==> config.mk <==
export PLATFORM = sky130hd
export DESIGN_NAME = upg_top
export DESIGN_NICKNAME = d
export VERILOG_FILES = /design/src/upg_pkg.sv /design/src/upg_par_if.sv /design/src/upg_par_calc.sv /design/src/upg_top.sv
export SDC_FILE = /design/constraint.sdc
export NUM_CORES = 1
export LEC_CHECK = 0
export ABC_AREA = 0
export BUFFER_PORTS_ARGS = -buffer_cell sky130_fd_sc_hd__buf_2
export CORE_ASPECT_RATIO = 0.8
export CORE_MARGIN = 10
export CORE_UTILIZATION = 45
export CTS_CLUSTER_SIZE = 16
export DETAILED_ROUTE_END_ITERATION = 10
export SLEW_MARGIN = 20
export SYNTH_ARGS = -nofsm -noshare
export SYNTH_HDL_FRONTEND = slang
export SYNTH_HIERARCHICAL = 1
export SYNTH_SLANG_ARGS = --single-unit
==> constraint.sdc <==
create_clock -name sys_clk -period 6.3 [get_ports sys_clk]
set_input_delay 0.315 -clock sys_clk [delete_from_list [all_inputs] [get_ports sys_clk]]
set_output_delay 0.315 -clock sys_clk [all_outputs]
set_load 0.03 [all_outputs]
==> src/upg_pkg.sv <==
`default_nettype none
package upg_pkg;
  // register byte offsets
  localparam logic [7:0] OFS_CTRL = 8'h00;
  localparam logic [7:0] OFS_MODE = 8'h04;
  localparam logic [7:0] OFS_STAT = 8'h08;
  localparam logic [7:0] OFS_IER = 8'h0C;
  localparam logic [7:0] OFS_ICR = 8'h10;
  localparam logic [7:0] OFS_BAUD = 8'h14;
  localparam logic [7:0] OFS_TXD = 8'h18;
  localparam logic [7:0] OFS_RXD = 8'h1C;
  // control bits
  localparam int CTRL_CLR_STS_BIT = 0;
  // mode field position
  localparam int MODE_PAR_LSB = 0;
  // status bit positions
  localparam int ST_PERR_BIT = 0;
  localparam int ST_RXRDY_BIT = 1;
  localparam int ST_TXDONE_BIT = 2;
  localparam int ST_TXBUSY_BIT = 3;
  localparam int ST_ADDR_BIT = 4;
  localparam int ST_NUM = 3;
  // parity select encodings
  localparam logic [2:0] PAR_EVEN = 3'h0;
  localparam logic [2:0] PAR_ODD = 3'h1;
  localparam logic [2:0] PAR_SPACE = 3'h2;
  localparam logic [2:0] PAR_MARK = 3'h3;
  localparam logic [2:0] PAR_NONE = 3'h4;
  localparam logic [2:0] PAR_MULTI = 3'h6;
  // reset values
  localparam logic [2:0] MODE_RST = 3'h4;
  localparam logic [15:0] BAUD_RST = 16'h00D9;
  localparam int DATA_BITS = 8;
  localparam int STOP_BITS = 1;
endpackage
`default_nettype wire

==> src/upg_par_if.sv <==
`timescale 1ns/1ps
`default_nettype none
interface upg_par_if;
  logic [2:0] mode;
  logic [7:0] data;
  logic par_bit;
  logic has_par;
  logic rx_bit;
  logic rx_err;
  modport calc (input mode, input data, input rx_bit, output par_bit, output has_par,
    output rx_err);
  modport user (output mode, output data, output rx_bit, input par_bit, input has_par,
    input rx_err);
endinterface
`default_nettype wire

==> src/upg_par_calc.sv <==
`timescale 1ns/1ps
`default_nettype none
module upg_par_calc (
  // parity request and result
  upg_par_if.calc p
);
  logic ones_odd;
  always_comb begin
    ones_odd = ^p.data;
    p.has_par = (p.mode != upg_pkg::PAR_NONE);
    unique case (p.mode)
      upg_pkg::PAR_EVEN: p.par_bit = ones_odd;
      upg_pkg::PAR_ODD: p.par_bit = ~ones_odd;
      upg_pkg::PAR_MARK: p.par_bit = 1'b1;
      upg_pkg::PAR_SPACE: p.par_bit = 1'b0;
      // multidrop: parity slot carries the address/data marker
      upg_pkg::PAR_MULTI: p.par_bit = 1'b0;
      default: p.par_bit = 1'b0;
    endcase
    // multidrop and none never flag; others compare sampled against expected
    p.rx_err = p.has_par && (p.mode != upg_pkg::PAR_MULTI) && (p.rx_bit != p.par_bit);
  end
endmodule
`default_nettype wire

==> src/upg_top.sv <==
// Operation
// - Transmitter and receiver offer even, odd, mark, space and no parity via a mode field.
// - A further encoding of the parity field selects multidrop mode.
// - Even parity sends 0 for an even count of ones and 1 for odd; a mismatch is an error.
// - Odd parity sends 1 for an even count of ones and 0 for odd; a mismatch is an error.
// - Mark parity always sends 1 and a sampled 0 is an error.
// - Space parity always sends 0.
// - With no parity no bit is sent and no error is reported.
// - A detected parity error sets a sticky flag in the status register.
// - Writing the control register with the reset-status bit at 1 clears the flag.
//
// Our own choices: register access over APB and the placing of the registers.
`timescale 1ns/1ps
`default_nettype none
module upg_top #(
  parameter int DATA_W = 8
) (
  // clock and reset
  input wire logic sys_clk,
  input wire logic rst_n,
  // apb slave
  input wire logic psel,
  input wire logic penable,
  input wire logic pwrite,
  input wire logic [7:0] paddr,
  input wire logic [31:0] pwdata,
  output logic [31:0] prdata,
  output logic pready,
  output logic pslverr,
  // serial line
  input wire logic rxd,
  output logic txd,
  // interrupt
  output logic irq
);
  localparam int ST_W = upg_pkg::ST_NUM;

  typedef enum logic [2:0] {S_IDLE, S_START, S_DATA, S_PAR, S_STOP} upg_phase_t;

  typedef struct packed {
    logic [2:0] mode;
    logic [15:0] baud;
    logic [ST_W-1:0] ier;
    logic [ST_W-1:0] sts;
    logic [DATA_W-1:0] rx_data;
    logic rx_addr;
    logic [2:0] rx_sync;
    logic rx_line;
    upg_phase_t tx_ph;
    logic [15:0] tx_cnt;
    logic [3:0] tx_bit;
    logic [DATA_W-1:0] tx_sh;
    logic txd;
    upg_phase_t rx_ph;
    logic [15:0] rx_cnt;
    logic [3:0] rx_bit;
    logic [DATA_W-1:0] rx_sh;
    logic [31:0] rdata;
  } upg_state_t;

  upg_state_t r_ff, nxt_r;
  upg_par_if tx_p ();
  upg_par_if rx_p ();

  upg_par_calc u_tx_par (.p(tx_p.calc));
  upg_par_calc u_rx_par (.p(rx_p.calc));

  logic wr_en, rd_en;
  logic [ST_W-1:0] ev;
  logic rx_fall;

  assign wr_en = psel && penable && pwrite;
  assign rd_en = psel && !penable && !pwrite;
  assign pready = 1'b1;
  assign pslverr = 1'b0;
  assign prdata = r_ff.rdata;
  assign txd = r_ff.txd;
  assign irq = |(r_ff.sts & r_ff.ier);

  // only the agreed 2nd/3rd stages are looked at, never stage 0
  assign rx_fall = r_ff.rx_line && !r_ff.rx_sync[2] && !r_ff.rx_sync[1];

  always_comb begin
    tx_p.mode = r_ff.mode;
    tx_p.data = r_ff.tx_sh;
    tx_p.rx_bit = 1'b0;
    rx_p.mode = r_ff.mode;
    rx_p.data = r_ff.rx_sh;
    rx_p.rx_bit = r_ff.rx_line;
  end

  always_comb begin
    nxt_r = r_ff;
    ev = '0;
    nxt_r.rx_sync = {r_ff.rx_sync[1:0], rxd};
    if (r_ff.rx_sync[2] == r_ff.rx_sync[1]) begin
      nxt_r.rx_line = r_ff.rx_sync[2];
    end

    // transmitter; tx_sh kept unshifted until parity is out
    if (r_ff.tx_ph != S_IDLE) begin
      if (r_ff.tx_cnt == r_ff.baud) begin
        nxt_r.tx_cnt = '0;
        unique case (r_ff.tx_ph)
          S_START: begin
            nxt_r.tx_ph = S_DATA;
            nxt_r.txd = r_ff.tx_sh[0];
            nxt_r.tx_bit = 4'h1;
          end
          S_DATA: begin
            if (r_ff.tx_bit == 4'(DATA_W)) begin
              if (tx_p.has_par) begin
                nxt_r.tx_ph = S_PAR;
                nxt_r.txd = tx_p.par_bit;
              end else begin
                nxt_r.tx_ph = S_STOP;
                nxt_r.txd = 1'b1;
              end
            end else begin
              nxt_r.txd = r_ff.tx_sh[r_ff.tx_bit[2:0]];
              nxt_r.tx_bit = r_ff.tx_bit + 4'h1;
            end
          end
          S_PAR: begin
            nxt_r.tx_ph = S_STOP;
            nxt_r.txd = 1'b1;
          end
          S_STOP: begin
            nxt_r.tx_ph = S_IDLE;
            ev[upg_pkg::ST_TXDONE_BIT] = 1'b1;
          end
          default: nxt_r.tx_ph = S_IDLE;
        endcase
      end else begin
        nxt_r.tx_cnt = r_ff.tx_cnt + 16'h0001;
      end
    end

    // receiver: sample mid-bit
    unique case (r_ff.rx_ph)
      S_IDLE: begin
        if (rx_fall) begin
          nxt_r.rx_ph = S_START;
          nxt_r.rx_cnt = '0;
        end
      end
      default: begin
        if ((r_ff.rx_ph == S_START && r_ff.rx_cnt == {1'b0, r_ff.baud[15:1]}) ||
            (r_ff.rx_ph != S_START && r_ff.rx_cnt == r_ff.baud)) begin
          nxt_r.rx_cnt = '0;
          unique case (r_ff.rx_ph)
            S_START: begin
              nxt_r.rx_ph = r_ff.rx_line ? S_IDLE : S_DATA;
              nxt_r.rx_bit = '0;
            end
            S_DATA: begin
              nxt_r.rx_sh = {r_ff.rx_line, r_ff.rx_sh[DATA_W-1:1]};
              nxt_r.rx_bit = r_ff.rx_bit + 4'h1;
              if (r_ff.rx_bit == 4'(DATA_W - 1)) begin
                nxt_r.rx_ph = rx_p.has_par ? S_PAR : S_STOP;
              end
            end
            S_PAR: begin
              nxt_r.rx_ph = S_STOP;
              nxt_r.rx_addr = r_ff.rx_line;
              if (rx_p.rx_err) begin
                ev[upg_pkg::ST_PERR_BIT] = 1'b1;
              end
            end
            default: begin
              nxt_r.rx_ph = S_IDLE;
              nxt_r.rx_data = r_ff.rx_sh;
              ev[upg_pkg::ST_RXRDY_BIT] = 1'b1;
            end
          endcase
        end else begin
          nxt_r.rx_cnt = r_ff.rx_cnt + 16'h0001;
        end
      end
    endcase

    // register writes; hardware set wins over clear
    if (wr_en) begin
      unique case (paddr)
        upg_pkg::OFS_CTRL: begin
          if (pwdata[upg_pkg::CTRL_CLR_STS_BIT]) begin
            nxt_r.sts[upg_pkg::ST_PERR_BIT] = 1'b0;
          end
        end
        upg_pkg::OFS_MODE: nxt_r.mode = pwdata[upg_pkg::MODE_PAR_LSB +: 3];
        upg_pkg::OFS_IER: nxt_r.ier = pwdata[ST_W-1:0];
        upg_pkg::OFS_ICR: nxt_r.sts = r_ff.sts & ~pwdata[ST_W-1:0];
        upg_pkg::OFS_BAUD: nxt_r.baud = pwdata[15:0];
        upg_pkg::OFS_TXD: begin
          // a write while busy is dropped; software polls the busy bit
          if (r_ff.tx_ph == S_IDLE) begin
            nxt_r.tx_sh = pwdata[DATA_W-1:0];
            nxt_r.tx_ph = S_START;
            nxt_r.tx_cnt = '0;
            nxt_r.txd = 1'b0;
          end
        end
        default: ;
      endcase
    end
    nxt_r.sts = nxt_r.sts | ev;

    if (rd_en) begin
      unique case (paddr)
        upg_pkg::OFS_MODE: nxt_r.rdata = {29'h0, r_ff.mode};
        upg_pkg::OFS_STAT: nxt_r.rdata = {27'h0, r_ff.rx_addr, r_ff.tx_ph != S_IDLE,
          r_ff.sts};
        upg_pkg::OFS_IER: nxt_r.rdata = {29'h0, r_ff.ier};
        upg_pkg::OFS_BAUD: nxt_r.rdata = {16'h0, r_ff.baud};
        upg_pkg::OFS_RXD: nxt_r.rdata = {24'h0, r_ff.rx_data};
        default: nxt_r.rdata = 32'h0;
      endcase
    end
  end

  always_ff @(posedge sys_clk or negedge rst_n) begin
    if (!rst_n) begin
      r_ff <= '{mode: upg_pkg::MODE_RST, baud: upg_pkg::BAUD_RST, ier: '0, sts: '0,
        rx_data: '0, rx_addr: 1'b0, rx_sync: 3'h7, rx_line: 1'b1, tx_ph: S_IDLE,
        tx_cnt: '0, tx_bit: '0, tx_sh: '0, txd: 1'b1, rx_ph: S_IDLE, rx_cnt: '0,
        rx_bit: '0, rx_sh: '0, rdata: '0};
    end else begin
      r_ff <= nxt_r;
    end
  end
endmodule
`default_nettype wire

Yosys cells after proc, flatten, opt, wreduce, memory -nomap -nowiden
Cells that the tools add are included.
{"block": "totals", "wordCells": 142, "romBits": 0, "ff_bits": 133, "ram_bits": 0, "inputBits": 46, "mem_count": 0, "output_inout_bits": 36, "latchBits": 0}
{"block": "classes", "div_mod_pow": 0, "mul": 0, "n_mux": 45, "addsub": 4, "n_lt_le_gt_ge": 1, "shift": 0, "n_reduce_logical": 37, "bitwise_logic": 8, "eq_ne": 29}
{"op": "$mux 19", "count": 5}
{"op": "$pmux 16 s5", "count": 1}
{"op": "$add 16x1->16 const B", "count": 2}
{"op": "$eq 16x16->1", "count": 2}
{"op": "$eq 8x5->1 const B", "count": 4}
{"op": "$mux 16", "count": 2}
{"op": "$mux 23", "count": 1}
{"op": "$mux 3", "count": 6}
{"op": "$pmux 3 s3", "count": 2}
{"op": "$reduce_and 3->1", "count": 6}
{"op": "$eq 16x15->1", "count": 1}
{"op": "$eq 8x4->1 const B", "count": 2}
{"op": "$pmux 4 s2", "count": 2}
{"op": "$reduce_xor 8->1", "count": 2}
{"op": "$eq 3x2->1 const B", "count": 5}
{"op": "$mux 1", "count": 15}
{"op": "$logic_and 1x1->1", "count": 10}
{"op": "$eq 3x1->1 const B", "count": 3}
{"op": "$logic_not 3->1", "count": 3}
{"op": "$ne 3x3->1 const B", "count": 3}
{"op": "$pmux 1 s3", "count": 3}
{"op": "$add 4x1->4 const B", "count": 2}
{"op": "$eq 8x3->1 const B", "count": 1}
{"op": "$logic_not 8->1", "count": 1}
{"op": "23 further kinds", "count": 40}

Longest topological paths before layout
Gate-level depths: netlist of the first run.
{"block": "logic_depth", "word_depth": 11, "depth_mapped": 11, "depth_no_buf": 11}

Cells and area by module
The synthesis of the first run kept the hierarchy.
{"mod": "upg_top", "area_each_um2": 6473.7, "seq_area_each_um2": 2941.6, "cells_each": 652, "instances": 1}
{"mod": "upg_par_calc", "area_each_um2": 125.1, "seq_area_each_um2": 0.0, "cells_each": 17, "instances": 2}

Least setup slack after synthesis of the first run
OpenSTA, ideal clock, no wires.
{"block": "synth_timing", "path_type": "register to register", "from": "reg r_ff[50] (netlist name)", "to": "reg r_ff[61] (netlist name)", "t_arrival_ps": 2005, "period_less_slack_ps": 2130, "n_path_buf": 2, "setup_time_ps": 125, "stages_incl_launch_ff": 9, "path_slack_ps": 4170, "cell_sequence": "dfrtp_1 > buf_2 > xor2_1 > nor4_1 > nand3_1 > or2_4 > buf_2 > a31oi_1 > mux2_2"}
{"block": "synth_via", "elab_chain_cells": 5, "elab_cells_between_ends": 7}
{"item": "start: declaration", "line_no": "upg_top.sv:61", "source": "upg_state_t r_ff, nxt_r;"}
{"item": "start signal: assignment", "line_no": "upg_top.sv:223", "source": "r_ff <= '{mode: upg_pkg::MODE_RST, baud: upg_pkg::BAUD_RST, ier: '0, sts: '0,"}
{"item": "start signal: assignment", "line_no": "upg_top.sv:228", "source": "r_ff <= nxt_r;"}
{"item": "$eq 16x15->1 / $eq 16x16->1 (equally long branches)", "line_no": "upg_top.sv:148, upg_top.sv:149"}
{"item": "$logic_and 1x1->1 (on tied branches)", "line_no": "upg_top.sv:148, upg_top.sv:149"}
{"item": "$logic_or 1x1->1 (*)", "line_no": "upg_top.sv:148", "source": "if ((r_ff.rx_ph == S_START && r_ff.rx_cnt == {1'b0, r_ff.baud[15:1]}) ||"}
{"item": "$reduce_bool 2->1 (no line) (*)"}
{"item": "$reduce_and 3->1 (no line) (*)"}
Mark *: on every way between the ends. The rest lies on a longest branch, timed or not.
A chain may end at the register's enable or synchronous reset.

Final worst setup path of the first run
{"block": "layout_timing", "from": "reg r_ff[60] (netlist name)", "to": "reg r_ff, in the netlist rx_p.data[3]"}
{"block": "layout_via", "elab_chain_cells": 4, "elab_cells_between_ends": 9}
{"item": "$eq 3x1->1 / $ne 3x1->1 (equally long branches)", "line_no": "upg_top.sv:148, upg_top.sv:149"}
{"item": "$logic_and 1x1->1 (on tied branches)", "line_no": "upg_top.sv:148, upg_top.sv:149"}
{"item": "$logic_or 1x1->1", "line_no": "upg_top.sv:148"}
{"item": "$reduce_and 3->1 (no line) (*)"}
Marks and branches as above.

==> out/metrics.yaml, run 1 <==
outcome:
  status: "completed"
placement:
  placed_instances: 855
  placed_cell_area_um2: 6790
  hpwl_mm: 11.27
  place.gp.congestion: 0.8425
  detailedPlace.worstSlack_ps: 3481
  port_buffers: 47
die:
  fp.coreArea_um2: 14400
  floorplan.rows: 39
  die_x_um: 156.1
  fp.dieArea_um2: 20130
  die_height_um: 128.9
  design.portCount: 82
  effective_utilization_at_floorplan: 0.4635
global_routing:
  antenna_found_initial: 0
  track_usage: 0.1609
  global_route_wire_length_before_repair_mm: 25.79
  grt_max_degree: 72
  grt_pass1_vias: 4768
  grt_ovf: 0
layout:
  area_delta_synth_final_pct: 11.10
  insertedDiodeCount: 0
  fin_util: 0.5149
  area_occupied_by_multi_input_gates_um2: 3321
  layoutNonFillerInstCount: 889
  final_design_area_no_fill_um2: 7412
  finalNetCount: 743
  layout.filler_cells: 1317
  seq_area_um2: 2942
  post_route_cells_drive_above_1_share: 0.2184
drt:
  detail_route.first_pass.iterations: 6
  ant_nets: 0
  drc_errors: 0
  wl_mm: 16.04
  wire_per_inst_um: 18.04
  dr.first_iter.drc_count: 531
  route.vias.total: 5019
  route.detailed.vias_per_inst: 5.646
cts:
  post-cts-setup-buffer-count: 0
  clk_root_buf: "clkbuf_16"
  clk_pin_slew_ps: 50
  cts.sinks: 117
  cts_tree: "done"
  numCtsBuffers: 17
  htree_num_levels: 4
  clkLatencyLatePin_ps: 420
  clock_path_buffers: 2
critical_path:
  crit_required_ps: 6600
  worstSetupStartpointType: "flip-flop"
  timing.critical_path.fanout_max: 23
  timing.critical_path.to_type: "flip-flop"
  setup.worst_path.class: "reg2reg"
  timing.critical_path.arrival_ps: 3010
timing:
  worstMarginPinSlew_ps: 891.8
  finalSetupTns_ps: 0
  rsz0062_at_grt: "false"
  final_hold_viol_count: 0
  holdWs_ps: 130.1
  worst_slew_margin_rel: 0.4055
  finalWorstPathRequiredPeriod_ps: 2708
  fin_skew_ps: 8.752
  final.period_utilization: 0.4299
  fmax_mhz: 369.2
  setup_viol_count_final: 0
  final_slew_viol_count: 0
  post-route-worst-setup-slack_ps: 3592
power:
  power.density_nw_per_um2: 390.1
  power.leakage_nw: 3.498
  vdd_drop_max_mv: 0.2148
  power_after_layout_mw: 2.891
synth:
  syn_inst: 679
  synthesis.yosys.warnings: 6
  synth_area_um2: 6671
  syn_area_per_cell_um2: 9.825
worst_hold_path:
  hold_path_class: "in2reg"
job:
  max-cap-violations: 0
worst max-delay path: stages (launching register included):
cell	delay, ps
dfrtp_1	630
nor3b_1	420
nand4_1	130
nor3_1	190
nand2_1	80
buf_4	230
a211oi_4	510
mux2_2	390
area by class of cell:
type | instances | area share
clock buffer | 22 | 0.06398
sequential | 117 | 0.3969
multi-input combinational | 494 | 0.4480
inverter | 10 | 0.005064
tap | 184 | 0.03106
timing repair buffer | 52 | 0.03781
clock inverter | 10 | 0.01722
registers in the layout, indices dropped and copies added (netlist names):
register / flops
nxt_r: 2
prdata: 16
r_ff: 78
rx_p.data: 8
rx_p.mode: 3
rx_p.rx_bit: 1
tx_p.data: 8
txd: 1
power breakdown:
group,switching [mW],internal [mW]
logic,0.502,0.361
registers,0.167,0.873
clock network,0.340,0.648
total,1.01,1.88
cell usage in the layout (no fill, tap or decap), types with 9 or more instances in the layout:
cell and instances:
inv_1 10, buf_2 46, nand4_1 15, clkbuf_16 17, xor2_1 43, conb_1 18, a21oi_1 9, nand2_1 78
mux2_2 51, nor2_1 43, and3_1 12, nor4_1 14, o21ai_0 23, dfstp_2 11, dfrtp_1 106, o211ai_1 12
nor3_1 16, xnor2_1 35, nand3_1 35
layer usage:
| layer | GRT usage | up-vias | wire length [µm] |
|---|---|---|---|
| met3 | 0.04995 | 20 | 1086 |
| met2 | 0.2363 | 153 | 7102 |
| li1 | - | 2371 | - |
| met1 | 0.2245 | 2475 | 7640 |
| met5 | 0 | - | 0 |
| met4 | 0.04377 | 0 | 206 |
what timing repair did:
item	CTS	global route
hold buffers	2	0
gates resized for setup	0	0
setup endpoints to repair	0	0
endpoints found under the hold margin	42	0
worst paths after layout:
kind                                      start                       end  slack [ps]  cells past startpoint
min                                  pwdata[12]     r_ff[126]$_DFFE_PN0P_         130                      2
max in group asynchronous                 rst_n     r_ff[124]$_DFFE_PN0P_        4510                      3
min in group asynchronous                 rst_n  tx_p.data[2]$_DFFE_PN0P_         440                      2
max                        r_ff[60]$_DFFE_PN0P_  rx_p.data[3]$_DFFE_PN0P_        3590                      7
max reg2reg                r_ff[60]$_DFFE_PN0P_  rx_p.data[3]$_DFFE_PN0P_        3590                      7
min reg2reg                 nxt_r[97]$_DFF_PN1_       nxt_r[98]$_DFF_PN1_         350                      0
Note: power is estimated with default switching activity, not from simulation.
==> run 2: changes to the inputs <==
ABC_AREA = 1   (was 0)
PLACE_DENSITY = 0.67   (was default)
clock period = 2.17 ns   (was 6.3 ns; I/O delays follow)
==> run 2 against run 1 <==
Via count up 26%. Critical path type unchanged. Largest cell class unchanged. Utilization rose by 1.1 points. Largest power group is now the clock network. Critical path depth up 2.
==> out/metrics.yaml, run 2 <==
cts:
  clkLatencyLatePin_ps: 420  # about the same
  cts-resized-gates: 0  # unchanged
  cts.sinks: 117  # unchanged
  clock_path_buffers: 2  # unchanged
  cts_tree: "done"
  clk_root_buf: "clkbuf_16"
  postCtsHoldBufs: 15  # +13
  htree_num_levels: 4  # unchanged
  clk_pin_slew_ps: 50  # about the same
  post-cts-setup-buffer-count: 0  # unchanged
  numCtsBuffers: 17  # unchanged
power:
  vdd_drop_max_mv: 0.4803  # +120%
  power.density_nw_per_um2: 742.2  # +90%
  power.leakage_nw: 4.019  # +15%
synth:
  synthesis.yosys.warnings: 6  # unchanged
  syn_area_per_cell_um2: 7.322  # -25%
  synth_area_um2: 7153  # +7.2%
  syn_inst: 977  # +44%
timing:
  worst_slew_margin_rel: 0.5957  # +0.1903
  finalSetupTns_ps: 0  # unchanged
  worstMarginPinSlew_ps: 606.4  # -285.4 ps
  final.period_utilization: 0.8918  # +0.4619
  rsz0062_at_grt: "false"
  fmax_mhz: 516.7  # +40%
  final_slew_viol_count: 0  # unchanged
  final_hold_viol_count: 0  # unchanged
  finalWorstPathRequiredPeriod_ps: 1935  # -773.2 ps
  fin_skew_ps: 8.358  # -0.3946 ps
  setup_viol_count_final: 0  # unchanged
drt:
  drc_errors: 0  # unchanged
  route.detailed.vias_per_inst: 4.998  # -11%
  ant_nets: 0  # unchanged
  wl_mm: 17.79  # +11%
  dr.first_iter.drc_count: 456  # -14%
  route.vias.total: 6312  # +26%
  detail_route.first_pass.iterations: 5  # -1
  wire_per_inst_um: 14.09  # -22%
placement:
  placed_cell_area_um2: 7487  # +10%
  port_buffers: 47  # unchanged
  place.gp.congestion: 0.8799  # +4.4%
  hpwl_mm: 13.16  # +17%
worst_hold_path:
  worst_hold_path.num_cells: 3  # +1
  hold_end: "rx_p.mode[2]$_DFFE_PN1P_"
  hold_path_class: "in2reg"
  timing.hold.worst.start: "pwdata[2]"
layout:
  final_design_area_no_fill_um2: 8259  # +11%
  post_route_cells_drive_above_1_share: 0.1613  # -0.05718
  most-common-layout-cells: "nand2_1 (312), inv_1 (110), dfrtp_1 (106)"
  regMostFlops: "r_ff"
  area_delta_synth_final_pct: 15.46
  layout.cells.most_common: "nand2_1"
  finalNetCount: 1086  # +46%
  insertedDiodeCount: 0  # unchanged
  largest_register_ffs: 78  # unchanged
critical_path:
  crit_required_ps: 2480  # -4120 ps
  timing.critical_path.fanout_max: 5  # -78%
  setup.worst_path.class: "reg2reg"
  timing.critical_path.arrival_ps: 2240  # -770 ps
  worstReg2RegEnd: "r_ff[75]$_DFFE_PN0P_"
  timing.reg2reg.worst_path_depth: 9  # +2
  worstSetupStartpointType: "flip-flop"
  worst-r2r-setup-slack_ps: 230  # -3360 ps
  timing.critical_path.to_type: "flip-flop"
  worst_r2r_startpoint: "r_ff[114]$_DFFE_PN1P_"
global_routing:
  track_usage: 0.1703  # +0.009384
  grt_pass1_vias: 6026  # +26%
  grt_max_degree: 43  # -40%
  global_route_wire_length_before_repair_mm: 29.92  # +16%
  antenna_found_initial: 0  # unchanged
  grt_ovf: 0  # unchanged
die:
  fp.coreArea_um2: 15700  # +9.0%
  fp.dieArea_um2: 21370  # +6.2%
  design.portCount: 82  # unchanged
  effective_utilization_at_floorplan: 0.4557  # -0.007768
  die_height_um: 132.8  # +3.0%
  die_x_um: 161.0  # +3.1%
  floorplan.rows: 41  # +5.1%
job:
  max-cap-violations: 0  # unchanged
outcome:
  status: "completed"
## run 2: worst max path at each step
stage	startpoint	end	slack, ps	cells past startpoint
finish	r_ff[114]$_DFFE_PN1P_	r_ff[75]$_DFFE_PN0P_	230	9
global route	r_ff[118]$_DFFE_PN1P_	r_ff[74]$_DFFE_PN0P_	20	11
CTS	r_ff[118]$_DFFE_PN1P_	r_ff[73]$_DFFE_PN0P_	240	11
detailed placement	r_ff[118]$_DFFE_PN1P_	r_ff[73]$_DFFE_PN0P_	250	11
global placement	r_ff[114]$_DFFE_PN1P_	r_ff[75]$_DFFE_PN0P_	280	9
floorplan	r_ff[72]$_DFFE_PN0P_	r_ff[72]$_DFFE_PN0P_	520	9
## run 2: final cells by class
cell class                      instances  area (µm²)
Fill cell                            1510        7438
Multi-Input combinational cell        700        3458
Sequential cell                       117        2942
Clock buffer                           24       501.7
Timing Repair Buffer                   73       495.5
Inverter                              126       473.0
Tap cell                              215       269.0
Clock inverter                          8       120.1
## run 2: per-layer routing
layer  track usage  share of wire  vias up
li1              -              -     3188
met1        0.2364           0.49     2949
met2        0.2564           0.44      153
met3       0.04433          0.051       22
met4       0.04490          0.013        0
met5             0              0        -
## run 2: power by group
part,switching [mW],total (mW),internal [mW]
sequential,0.101,2.36,2.26
clock,0.994,2.95,1.95
combinational,0.551,0.821,0.270
total,1.65,6.13,4.48
## run 2: critical path, stage by stage, from the launching register on
cell     delay, ps
dfstp_2        570
inv_1           80
nand2_1         60
nand4_1        170
nor3_2         280
nand3_1        230
inv_1          190
nand2_1        130
nand2_1         90
nand2_1         50
## run 2: through the flow
| stage | hold WS [ps] | util | worst slack [ps] | cells | total power, mW |
|---|---|---|---|---|---|
| after global routing | 47.36 | 0.5261 | 15.33 | 1263 | 6.423 |
| after detailed placement | 145.7 | 0.4770 | 248.0 | 1216 | 3.198 |
| after floorplan | -187.1 | - | 520.9 | 993 | 2.960 |
| final | 39.21 | 0.5261 | 234.7 | 1263 | 6.130 |
| after CTS | 18.55 | 0.5261 | 238.5 | 1263 | 6.182 |
| after global placement | 142.0 | 0.4770 | 280.9 | 1216 | 3.188 |
